[config.mk]
export PLATFORM = sky130hd
export DESIGN_NAME = acr_clock_rate
export DESIGN_NICKNAME = d
export VERILOG_FILES = /design/src/acr_pkg.sv /design/src/acr_clock_rate.sv
export SDC_FILE = /design/constraint.sdc
export NUM_CORES = 1
export LEC_CHECK = 0
export BUFFER_PORTS_ARGS = -buffer_cell sky130_fd_sc_hd__buf_4
export CAP_MARGIN = 20
export CORE_ASPECT_RATIO = 1.75
export CORE_MARGIN = 4
export CORE_UTILIZATION = 28
export DETAILED_ROUTE_END_ITERATION = 10
export GPL_ROUTABILITY_DRIVEN = 0
export GPL_TIMING_DRIVEN = 0
export PLACE_DENSITY = 0.48
export SYNTH_ARGS = -nofsm -noshare
export SYNTH_HDL_FRONTEND = slang
export SYNTH_SLANG_ARGS = --single-unit
[constraint.sdc]
create_clock -name clk_sys -period 3.5 [get_ports clk_sys]
set_input_delay 0.7 -clock clk_sys [delete_from_list [all_inputs] [get_ports clk_sys]]
set_output_delay 0.7 -clock clk_sys [all_outputs]
set_load 0.05 [all_outputs]
[src/acr_pkg.sv]
// Package for the converter clock and rate selection block.
// Assumes a 32-bit classic Wishbone register bus and one 25 MHz system clock.
package acr_pkg;

  // Register byte addresses.
  localparam logic [7:0] ACR_ADDR_CTRL   = 8'h00;
  localparam logic [7:0] ACR_ADDR_STATUS = 8'h04;
  localparam logic [7:0] ACR_ADDR_DATA   = 8'h08;

  // Control register fields.
  localparam int ACR_CTRL_SRC_BIT  = 0;
  localparam int ACR_CTRL_PWR_LSB  = 1;
  localparam int ACR_CTRL_OSR_LSB  = 3;
  localparam int ACR_CTRL_STBY_BIT = 6;
  localparam int ACR_CTRL_W        = 7;

  // Status register fields.
  localparam int ACR_STAT_OSC_BIT = 0;
  localparam int ACR_STAT_NEW_BIT = 1;
  localparam int ACR_STAT_OVR_BIT = 2;

  // Reset values: external clock, high resolution, lowest ratio, running.
  localparam logic       ACR_RST_SRC  = 1'b0;
  localparam logic [1:0] ACR_RST_PWR  = 2'h2;
  localparam logic [2:0] ACR_RST_OSR  = 3'h0;
  localparam logic       ACR_RST_STBY = 1'b0;

  // Power mode field codes.
  localparam logic [1:0] ACR_PWR_VLP = 2'h0;
  localparam logic [1:0] ACR_PWR_LP  = 2'h1;

  // Oscillator divide ratios per power mode, minus one.
  localparam logic [1:0] ACR_DIV_HR  = 2'h0;
  localparam logic [1:0] ACR_DIV_LP  = 2'h1;
  localparam logic [1:0] ACR_DIV_VLP = 2'h3;

  // Smallest oversampling ratio; each field step doubles it.
  localparam logic [14:0] ACR_OSR_BASE = 15'h0080;

  // Width of the ratio and sample counters (ratio up to 16384).
  localparam int ACR_CNT_W = 15;

  // Nominal internal oscillator and system clock in kHz.
  localparam int ACR_OSC_KHZ = 8192;
  localparam int ACR_SYS_KHZ = 25000;
  localparam int ACR_OSC_DIV = ACR_SYS_KHZ / ACR_OSC_KHZ;

endpackage : acr_pkg

[src/acr_clock_rate.sv]
// Main clock selection, power-mode division, modulator clock and data rate.
// Assumes classic Wishbone on clk_sys and pins synchronous to clk_sys.
// Functional notes
// - Control source bit picks external clock input or internal oscillator.
// - After reset the external clock input is the main clock source.
// - Internal oscillator stays disabled until the source bit selects it.
// - Two-bit power mode field picks high-res, low-power or very-low-power.
// - Internal oscillator divided by 1, 2 or 4 by power mode.
// - Modulator clock is always main clock divided by two.
// - Output data rate is modulator clock divided by oversampling ratio.
// - Three-bit oversampling field picks ratios 128 through 16384.
// - Decimation averages the modulator bit-stream with a linear-phase sinc.
`timescale 1ns/100ps
module acr_clock_rate #(
  parameter int OSC_DIV = acr_pkg::ACR_OSC_DIV
) (
  input  wire logic                          clk_sys,
  input  wire logic                          rst_b,
  input  wire logic                          wb_cyc_i,
  input  wire logic                          wb_stb_i,
  input  wire logic                          wb_we_i,
  input  wire logic [7:0]                    wb_adr_i,
  input  wire logic [3:0]                    wb_sel_i,
  input  wire logic [31:0]                   wb_dat_i,
  output logic      [31:0]                   wb_dat_o,
  output logic                               wb_ack_o,
  input  wire logic                          external_clock_input,
  input  wire logic                          modBit,
  output logic                               oscEnable_r,
  output logic                               mainClkTick_r,
  output logic                               modulatorClkTick_r,
  output logic                               dataReady_r,
  output logic      [acr_pkg::ACR_CNT_W-1:0] sampleOut_r
);
  import acr_pkg::*;

  // Oscillator divide ratio minus one for a power mode code.
  function automatic logic [1:0] pwrDiv(input logic [1:0] pwr);
    unique case (pwr)
      ACR_PWR_VLP: pwrDiv = ACR_DIV_VLP;
      ACR_PWR_LP:  pwrDiv = ACR_DIV_LP;
      default:     pwrDiv = ACR_DIV_HR;
    endcase
  endfunction : pwrDiv

  // Oversampling ratio minus one for a field code.
  function automatic logic [ACR_CNT_W-1:0] osrLast(input logic [2:0] osr);
    osrLast = (ACR_OSR_BASE << osr) - 15'h0001;
  endfunction : osrLast

  localparam logic [7:0] OSC_LAST = 8'(OSC_DIV - 1);

  // Control and status state.
  logic                 clkSrcInt_r,  clkSrcInt_nxt;
  logic [1:0]           powerMode_r,  powerMode_nxt;
  logic [2:0]           osrSel_r,     osrSel_nxt;
  logic                 standby_r,    standby_nxt;
  logic                 newData_r,    newData_nxt;
  logic                 overrun_r,    overrun_nxt;
  logic                 ack_nxt;
  logic [31:0]          rdData_nxt;
  logic                 oscEnable_nxt;

  // Clock generation state.
  logic [7:0]           oscCnt_r,     oscCnt_nxt;
  logic [1:0]           mainDivCnt_r, mainDivCnt_nxt;
  logic                 extPrev_r,    extPrev_nxt;
  logic                 modPhase_r,   modPhase_nxt;
  logic                 mainTick_nxt;
  logic                 modTick_nxt;

  // Decimation state.
  logic [ACR_CNT_W-1:0] osrCnt_r,     osrCnt_nxt;
  logic [ACR_CNT_W-1:0] acc_r,        acc_nxt;
  logic [ACR_CNT_W-1:0] sample_nxt;
  logic                 ready_nxt;

  logic                 busReq;
  logic                 wrCtrl;
  logic                 rdData;
  logic                 oscTick;

  assign busReq = wb_cyc_i && wb_stb_i && !wb_ack_o;
  assign wrCtrl = busReq && wb_we_i && wb_sel_i[0]
                  && (wb_adr_i == ACR_ADDR_CTRL);
  assign rdData = busReq && !wb_we_i && (wb_adr_i == ACR_ADDR_DATA);

  // Register bus: one wait state, ack for every address, zero when unmapped.
  always_comb begin
    clkSrcInt_nxt = clkSrcInt_r;
    powerMode_nxt = powerMode_r;
    osrSel_nxt    = osrSel_r;
    standby_nxt   = standby_r;
    newData_nxt   = newData_r;
    overrun_nxt   = overrun_r;
    ack_nxt       = busReq;
    rdData_nxt    = wb_dat_o;
    if (wrCtrl) begin
      clkSrcInt_nxt = wb_dat_i[ACR_CTRL_SRC_BIT];
      powerMode_nxt = wb_dat_i[ACR_CTRL_PWR_LSB +: 2];
      osrSel_nxt    = wb_dat_i[ACR_CTRL_OSR_LSB +: 3];
      standby_nxt   = wb_dat_i[ACR_CTRL_STBY_BIT];
    end
    if (busReq && !wb_we_i) begin
      rdData_nxt = 32'h0000_0000;
      unique case (wb_adr_i)
        ACR_ADDR_CTRL: begin
          rdData_nxt[ACR_CTRL_SRC_BIT]      = clkSrcInt_r;
          rdData_nxt[ACR_CTRL_PWR_LSB +: 2] = powerMode_r;
          rdData_nxt[ACR_CTRL_OSR_LSB +: 3] = osrSel_r;
          rdData_nxt[ACR_CTRL_STBY_BIT]     = standby_r;
        end
        ACR_ADDR_STATUS: begin
          rdData_nxt[ACR_STAT_OSC_BIT] = oscEnable_r;
          rdData_nxt[ACR_STAT_NEW_BIT] = newData_r;
          rdData_nxt[ACR_STAT_OVR_BIT] = overrun_r;
        end
        ACR_ADDR_DATA: rdData_nxt[ACR_CNT_W-1:0] = sampleOut_r;
        default:       rdData_nxt = 32'h0000_0000;
      endcase
    end
    // Reading the data clears the flags; a new sample in that cycle wins.
    if (rdData) begin
      newData_nxt = 1'b0;
      overrun_nxt = 1'b0;
    end
    if (ready_nxt) begin
      overrun_nxt = overrun_nxt || (newData_r && !rdData);
      newData_nxt = 1'b1;
    end
    // Oscillator runs only while it is the selected source.
    oscEnable_nxt = clkSrcInt_nxt;
  end

  always_ff @(posedge clk_sys or negedge rst_b) begin
    if (!rst_b) begin
      clkSrcInt_r <= ACR_RST_SRC;
      powerMode_r <= ACR_RST_PWR;
      osrSel_r    <= ACR_RST_OSR;
      standby_r   <= ACR_RST_STBY;
      newData_r   <= 1'b0;
      overrun_r   <= 1'b0;
      wb_ack_o    <= 1'b0;
      wb_dat_o    <= 32'h0000_0000;
      oscEnable_r <= 1'b0;
    end else begin
      clkSrcInt_r <= clkSrcInt_nxt;
      powerMode_r <= powerMode_nxt;
      osrSel_r    <= osrSel_nxt;
      standby_r   <= standby_nxt;
      newData_r   <= newData_nxt;
      overrun_r   <= overrun_nxt;
      wb_ack_o    <= ack_nxt;
      wb_dat_o    <= rdData_nxt;
      oscEnable_r <= oscEnable_nxt;
    end
  end

  // Internal oscillator modelled as an enable pulse divided from clk_sys.
  assign oscTick = oscEnable_r && (oscCnt_r == OSC_LAST);

  // Main and modulator clock enables. Standby holds the main divider and modulator
  // phase at rest, which is what makes a source or power mode change glitch free.
  always_comb begin
    oscCnt_nxt     = oscCnt_r;
    mainDivCnt_nxt = mainDivCnt_r;
    modPhase_nxt   = modPhase_r;
    mainTick_nxt   = 1'b0;
    modTick_nxt    = 1'b0;
    extPrev_nxt    = external_clock_input;
    if (oscEnable_r) begin
      oscCnt_nxt = oscTick ? 8'h00 : oscCnt_r + 8'h01;
    end else begin
      oscCnt_nxt = 8'h00;
    end
    if (standby_r) begin
      mainDivCnt_nxt = 2'h0;
      modPhase_nxt   = 1'b0;
    end else begin
      if (clkSrcInt_r) begin
        if (oscTick) begin
          if (mainDivCnt_r >= pwrDiv(powerMode_r)) begin
            mainDivCnt_nxt = 2'h0;
            mainTick_nxt   = 1'b1;
          end else begin
            mainDivCnt_nxt = mainDivCnt_r + 2'h1;
          end
        end
      end else begin
        mainDivCnt_nxt = 2'h0;
        mainTick_nxt   = external_clock_input && !extPrev_r;
      end
      if (mainTick_nxt) begin
        modPhase_nxt = !modPhase_r;
        modTick_nxt  = modPhase_r;
      end
    end
  end

  always_ff @(posedge clk_sys or negedge rst_b) begin
    if (!rst_b) begin
      oscCnt_r           <= 8'h00;
      mainDivCnt_r       <= 2'h0;
      extPrev_r          <= 1'b0;
      modPhase_r         <= 1'b0;
      mainClkTick_r      <= 1'b0;
      modulatorClkTick_r <= 1'b0;
    end else begin
      oscCnt_r           <= oscCnt_nxt;
      mainDivCnt_r       <= mainDivCnt_nxt;
      extPrev_r          <= extPrev_nxt;
      modPhase_r         <= modPhase_nxt;
      mainClkTick_r      <= mainTick_nxt;
      modulatorClkTick_r <= modTick_nxt;
    end
  end

  // Decimation: boxcar average of the bit-stream over one ratio window.
  always_comb begin
    osrCnt_nxt = osrCnt_r;
    acc_nxt    = acc_r;
    sample_nxt = sampleOut_r;
    ready_nxt  = 1'b0;
    if (standby_r) begin
      osrCnt_nxt = '0;
      acc_nxt    = '0;
    end else if (modulatorClkTick_r) begin
      if (osrCnt_r >= osrLast(osrSel_r)) begin
        osrCnt_nxt = '0;
        acc_nxt    = '0;
        sample_nxt = acc_r + ACR_CNT_W'(modBit);
        ready_nxt  = 1'b1;
      end else begin
        osrCnt_nxt = osrCnt_r + ACR_CNT_W'(1);
        acc_nxt    = acc_r + ACR_CNT_W'(modBit);
      end
    end
  end

  always_ff @(posedge clk_sys or negedge rst_b) begin
    if (!rst_b) begin
      osrCnt_r    <= '0;
      acc_r       <= '0;
      sampleOut_r <= '0;
      dataReady_r <= 1'b0;
    end else begin
      osrCnt_r    <= osrCnt_nxt;
      acc_r       <= acc_nxt;
      sampleOut_r <= sample_nxt;
      dataReady_r <= ready_nxt;
    end
  end

endmodule : acr_clock_rate

# Word-level counts from Yosys, hierarchy flattened
# Cells that the tools add are included.
[word_totals]
ff_bits = 85
latch_bits = 0
ram_bits = 0
rom_bits = 0
in_bits = 51
output_inout_bits = 52
memories = 0
[op_classes]
addsub = 5
mul = 0
div = 0
order_cmp = 2
n_eq_ne = 5
n_shift = 1
n_mux = 35
bitwise = 1
n_reduce_logical = 22
[ops]
columns = ["cell", "n"]
rows = [
  ["$mux 15", 6],
  ["$mux 8", 3],
  ["$mux 1", 16],
  ["$add 15x1->15", 1],
  ["$add 15x1->15 const B", 1],
  ["$ge 15x15->1", 1],
  ["$shl 8x3->15 const A", 1],
  ["$sub 15x1->15 const B", 1],
  ["$mux 2", 7],
  ["$logic_and 1x1->1", 10],
  ["$pmux 3 s3", 1],
  ["$add 8x1->8 const B", 1],
  ["$eq 8x2->1 const B", 1],
  ["$eq 8x3->1 const B", 1],
  ["$eq 8x4->1 const B", 1],
  ["$logic_not 8->1", 1],
  ["$pmux 4 s2", 1],
  ["$reduce_bool 2->1", 3],
  ["$logic_not 1->1", 5],
  ["$pmux 2 s2", 1],
  ["$ne 3x1->1 const B", 1],
  ["$reduce_and 3->1", 1],
  ["$add 2x1->2 const B", 1],
  ["$eq 2x1->1 const B", 1],
  ["other kinds (4)", 4],
]

# Longest topological paths before layout
[logic_depth]
depth_word = 12
ltp_mapped = 15

# Worst setup path after synthesis
# OpenSTA, ideal clock, no wires.
[synth_path]
path_type = "flip-flop to flip-flop"
start = "reg osrSel_r[0]"
end = "reg newData_r"
setup_time_ns = 0.127
arrival_time_ns = 2.822
required_ns = 3.373
path_slack_ns = 0.551
path_stages_with_launch = 14
n_path_buf = 3
synth_period_minus_slack_ns = 2.949
path_cell_list = "dfrtp_1 -> clkbuf_1 -> or3_1 -> ha_1 -> clkbuf_1 -> nor3_1 -> a21oi_1 -> o21a_1 -> ha_1 -> and4_2 -> a21oi_1 -> a21boi_2 -> buf_6 -> or2_2"
[synth_between]
elab_chain_cells = 7
word_cells_on_any_way = 8
[synth_rtl]
columns = ["element", "line", "text"]
rows = [
  ["start, declared", "acr_clock_rate.sv:56", "logic [2:0] osrSel_r, osrSel_nxt;"],
  ["start signal, assigned", "acr_clock_rate.sv:149", "osrSel_r <= osrSel_nxt;"],
  ["$shl 8x3->15 *", "acr_clock_rate.sv:48", "osrLast = (ACR_OSR_BASE << osr) - 15'h0001;"],
  ["$sub 15x1->15 *", "acr_clock_rate.sv:48", ""],
  ["$ge 15x15->1 *", "acr_clock_rate.sv:228", "if (osrCnt_r >= osrLast(osrSel_r)) begin"],
  ["$mux 1 *", "acr_clock_rate.sv:228", ""],
  ["$mux 1 *", "acr_clock_rate.sv:227", "end else if (modulatorClkTick_r) begin"],
  ["$mux 1 *", "acr_clock_rate.sv:224", "if (standby_r) begin"],
  ["$mux 1 or $reduce_bool 2->1 (tied branches)", "-", ""],
  ["end signal, assigned", "acr_clock_rate.sv:151", "newData_r <= newData_nxt;"],
  ["end, declared", "acr_clock_rate.sv:58", "logic newData_r, newData_nxt;"],
]
# Every way passes the cells marked *; elsewhere a longest branch is shown, timed or not.
# A chain may end at the register's enable or synchronous reset.

# Worst setup path after layout
[layout_path]
start = "reg osrSel_r[0]"
end = "reg sampleOut_r[1] (netlist bit)"
[layout_between]
elab_chain_cells = 4
[layout_rtl]
columns = ["element", "line", "text"]
rows = [
  ["$shl 8x3->15", "acr_clock_rate.sv:48", ""],
  ["$sub 15x1->15", "acr_clock_rate.sv:48", ""],
  ["$ge 15x15->1", "acr_clock_rate.sv:228", ""],
  ["$reduce_and 3->1 (no line)", "-", ""],
  ["end signal, assigned", "acr_clock_rate.sv:249", "sampleOut_r <= sample_nxt;"],
  ["end, declared", "acr_clock_rate.sv:33", "output logic [acr_pkg::ACR_CNT_W-1:0] sampleOut_r"],
]
# Every way passes these cells.

==> impl_metrics.yaml <==
run_status:
  result_of_the_run: "finished, final reports clean"
sta:
  report.final.hold_viol_count: 0
  finalSetupTns_ns: 0
  relSlewSlack: 0.6588
  max_freq_mhz: 308.4
  final_max_slew_viol_count: 0
  rsz_0062_raised_after_global_routing: "no"
  timing.final.crit_share: 0.9265
  report.final.setup_viol: 0
  final.hold.worst_slack_ns: 0.2994
  max_slew.worst_pin.slew_ns: 0.5102
  finalCriticalPeriod_ns: 3.243
  skew_ns: 0.008662
detailed_routing:
  drt_drc_violations_left: 0
  routed_wirelength_normalized_by_instance_count_um: 14.07
  drtAntennaViolNets: 0
  dr.first_iter.drc_count: 108
  drt-total-wl_um: 10030
  via_per_inst: 4.578
  dr_total_vias: 3264
  first_pass_iters: 4
worst_setup_path:
  worst_ep_required_time_ns: 3.73
  r2r-end: "sampleOut_r[1]"
  r2r_setup_slack_ns: 0.26
  worst_r2r_path_depth: 13
  worstPathArrival_ns: 3.47
  worst_setup_path_start_kind: "flop"
  critical_path.endpoint_type: "flop"
  regToRegStartpoint: "osrSel_r[0]"
  worstSetupPathType: "reg2reg"
  crit_path_max_fanout: 9
clock_network:
  cts-hold-fix-buffers: 0
  clk_pin_slew_ns: 0.07
  worstSkewPairLatency_ns: 0.34
  cts.path.max_buffers: 2
  cts_tree: "yes"
  numCtsBuffers: 9
  cts_num_sinks: 85
  htree_num_levels: 3
  clk_root_buffer_cell: "clkbuf_16"
logic_synthesis:
  synth_area_leader_cell: "dfrtp_1"
  netlist_top_cells_area: "dfrtp_1, nand2_1, ha_1"
  synthesis.instances: 437
  synth_area_sq_um: 4449
  synth.top_cell.area_share: 0.4724
  yosysUniqueCellTypes: 57
  synthesis.yosys.warnings: 0
  ys_seq_elements: 85
  synth_enable_flop_cells: 0
  synth-main-ff-cell: "dfrtp_1"
  post_synthesis_async_set_or_reset_flop_share: 1.000
  ys_seq_area_frac: 0.4783
  syn_area_per_cell_sq_um: 10.18
min_path:
  worstHoldPathType: "in2async"
global_routing:
  grt_pass1_wl_um: 16920
  grt-ovfl-total: 0
  initial_antenna_violation_count: 0
  grt_max_degree: 86
  grt_util_all_layers: 0.1199
  vias_in_the_first_global_route: 3345
die:
  floorplan.core_area_sq_um: 15460
  floorplan.die.height_um: 174.8
  fp-row-count: 60
  start_util: 0.2877
  width_of_the_die_um: 103.3
  die-area_sq_um: 18050
  io_pins: 103
layout:
  syn_to_final_growth_pct: 24.35
  final_cell_area_sq_um: 5533
  antenna_cells_inserted: 0
  finish.net_count: 589
  fillCellCount: 1597
  layout-drive-gt1-share: 0.2619
  final_cells: 713
placement:
  io_buffer_count: 57
  placed_cell_area_sq_um: 5170
  place_inst: 696
  post-dp-hpwl_um: 7414
pwr:
  p_per_area_nw_per_um2: 653.9
  worst_ir_drop_vdd_uv: 255.3
  p_leak_nw: 2.564
job:
  max_capacitance_violation_total: 0
==> flip-flops by register name, indices dropped and copies added (netlist names) <==
name	count
powerMode_r	2
overrun_r	1
clkSrcInt_r	1
modulatorClkTick_r	1
modPhase_r	1
dataReady_r	1
sampleOut_r	15
wb_ack_o	1
newData_r	1
mainDivCnt_r	2
osrCnt_r	15
extPrev_r	1
wb_dat_o	15
osrSel_r	3
oscCnt_r	8
standby_r	1
acc_r	15
mainClkTick_r	1
==> timing repair <==
action                     in CTS  in global routing
setup endpoints to repair       0                 20
gates resized for setup         0                  2
buffers inserted                0                  0
==> metrics by stage <==
step	worst slack, ns	total power [W]	utilization
after floorplan	0.5510	0.002214	-
after global placement	0.2816	0.002555	0.3343
after detailed placement	0.1702	0.002582	0.3343
after CTS	0.1462	0.003669	0.3557
after global routing	0.06776	0.003845	0.3578
final	0.2572	0.003618	0.3578
==> logic make-up after synthesis <==
family / Yosys count / synth area share
simple gates: 148 / 0.1685
flops: 85 / 0.4783
compound gates: 70 / 0.1060
buf+inv: 60 / 0.08239
xor+xnor: 35 / 0.06890
mux: 21 / 0.04921
fa+ha+maj: 16 / 0.04499
other cells: 2 / 0.001688
==> synthesized netlist by cell type, drive strengths merged, types with 2 or more instances <==
cell type / count
nor4b: 2
clkbuf: 4
nor2b: 5
or2: 3
ha: 16
nand4: 3
nor3b: 5
dfrtp: 84
xnor2: 14
a21oi: 13
nand2b: 2
nor4: 2
and3: 8
nand2: 60
o21ai: 35
nand3: 21
buf: 28
conb: 2
a22o: 8
nor3: 8
xor2: 21
mux2: 7
or3: 2
mux2i: 14
inv: 27
a22oi: 3
o211ai: 3
nor2: 22
==> metal layers <==
metal | track usage | share of wire
met1 | 0.1454 | 0.41
met2 | 0.2002 | 0.52
met3 | 0.02237 | 0.044
met4 | 0.05673 | 0.024
met5 | 0 | 0
==> report_power, final <==
| group | internal, W | switching (W) | leakage, nW |
|---|---|---|---|
| sequential | 0.00120 | 0.000239 | 1.12 |
| combinational | 0.000405 | 0.000720 | 1.28 |
| clock | 0.000637 | 0.000422 | 0.159 |
==> critical path: stages, from the launching register on <==
cell and delay (ns):
dfrtp_1 0.36, clkbuf_1 0.21, or3_1 0.44, ha_1 0.20
clkbuf_1 0.17, nor3_1 0.16, a21oi_1 0.07, o21a_1 0.19
ha_1 0.27, and4_2 0.26, o211ai_2 0.12, a21boi_2 0.15
buf_6 0.18, mux2_2 0.35
==> worst max-delay path by stage <==
stage	end	depth (start not counted)	start
6_report	sampleOut_r[1]	13	osrSel_r[0]
5_1_grt	sampleOut_r[0]	13	osrSel_r[0]
3_3_place_gp	osrCnt_r[12]	13	osrSel_r[0]
3_5_place_dp	osrCnt_r[10]	13	osrSel_r[0]
2_1_floorplan	newData_r	13	osrSel_r[0]
4_1_cts	osrCnt_r[10]	13	osrSel_r[0]
==> layout make-up <==
type | instances | area, sq um | share of cell area
plain buffers | 33 | 266.5 | 0.04817
well taps | 186 | 232.7 | 0.04206
clock inverters | 7 | 105.1 | 0.01900
clock buffers | 9 | 225.2 | 0.04071
repair buffers | 58 | 455.4 | 0.08232
multi-input cells | 308 | 2018 | 0.3648
flip-flops and latches | 85 | 2128 | 0.3847
inverters | 27 | 101.3 | 0.01832
==> layout by cell type (no fill, tap or decap), drive strengths merged, types with 16 or more instances in the layout <==
cell | netlist | final
buf | 28 | 85
dfrtp | 84 | 84
nand2 | 60 | 60
o21ai | 35 | 35
inv | 27 | 30
nor2 | 22 | 22
xor2 | 21 | 21
nand3 | 21 | 21
conb | 2 | 18
ha | 16 | 16
No activity file was read; power rests on OpenSTA's default activity.
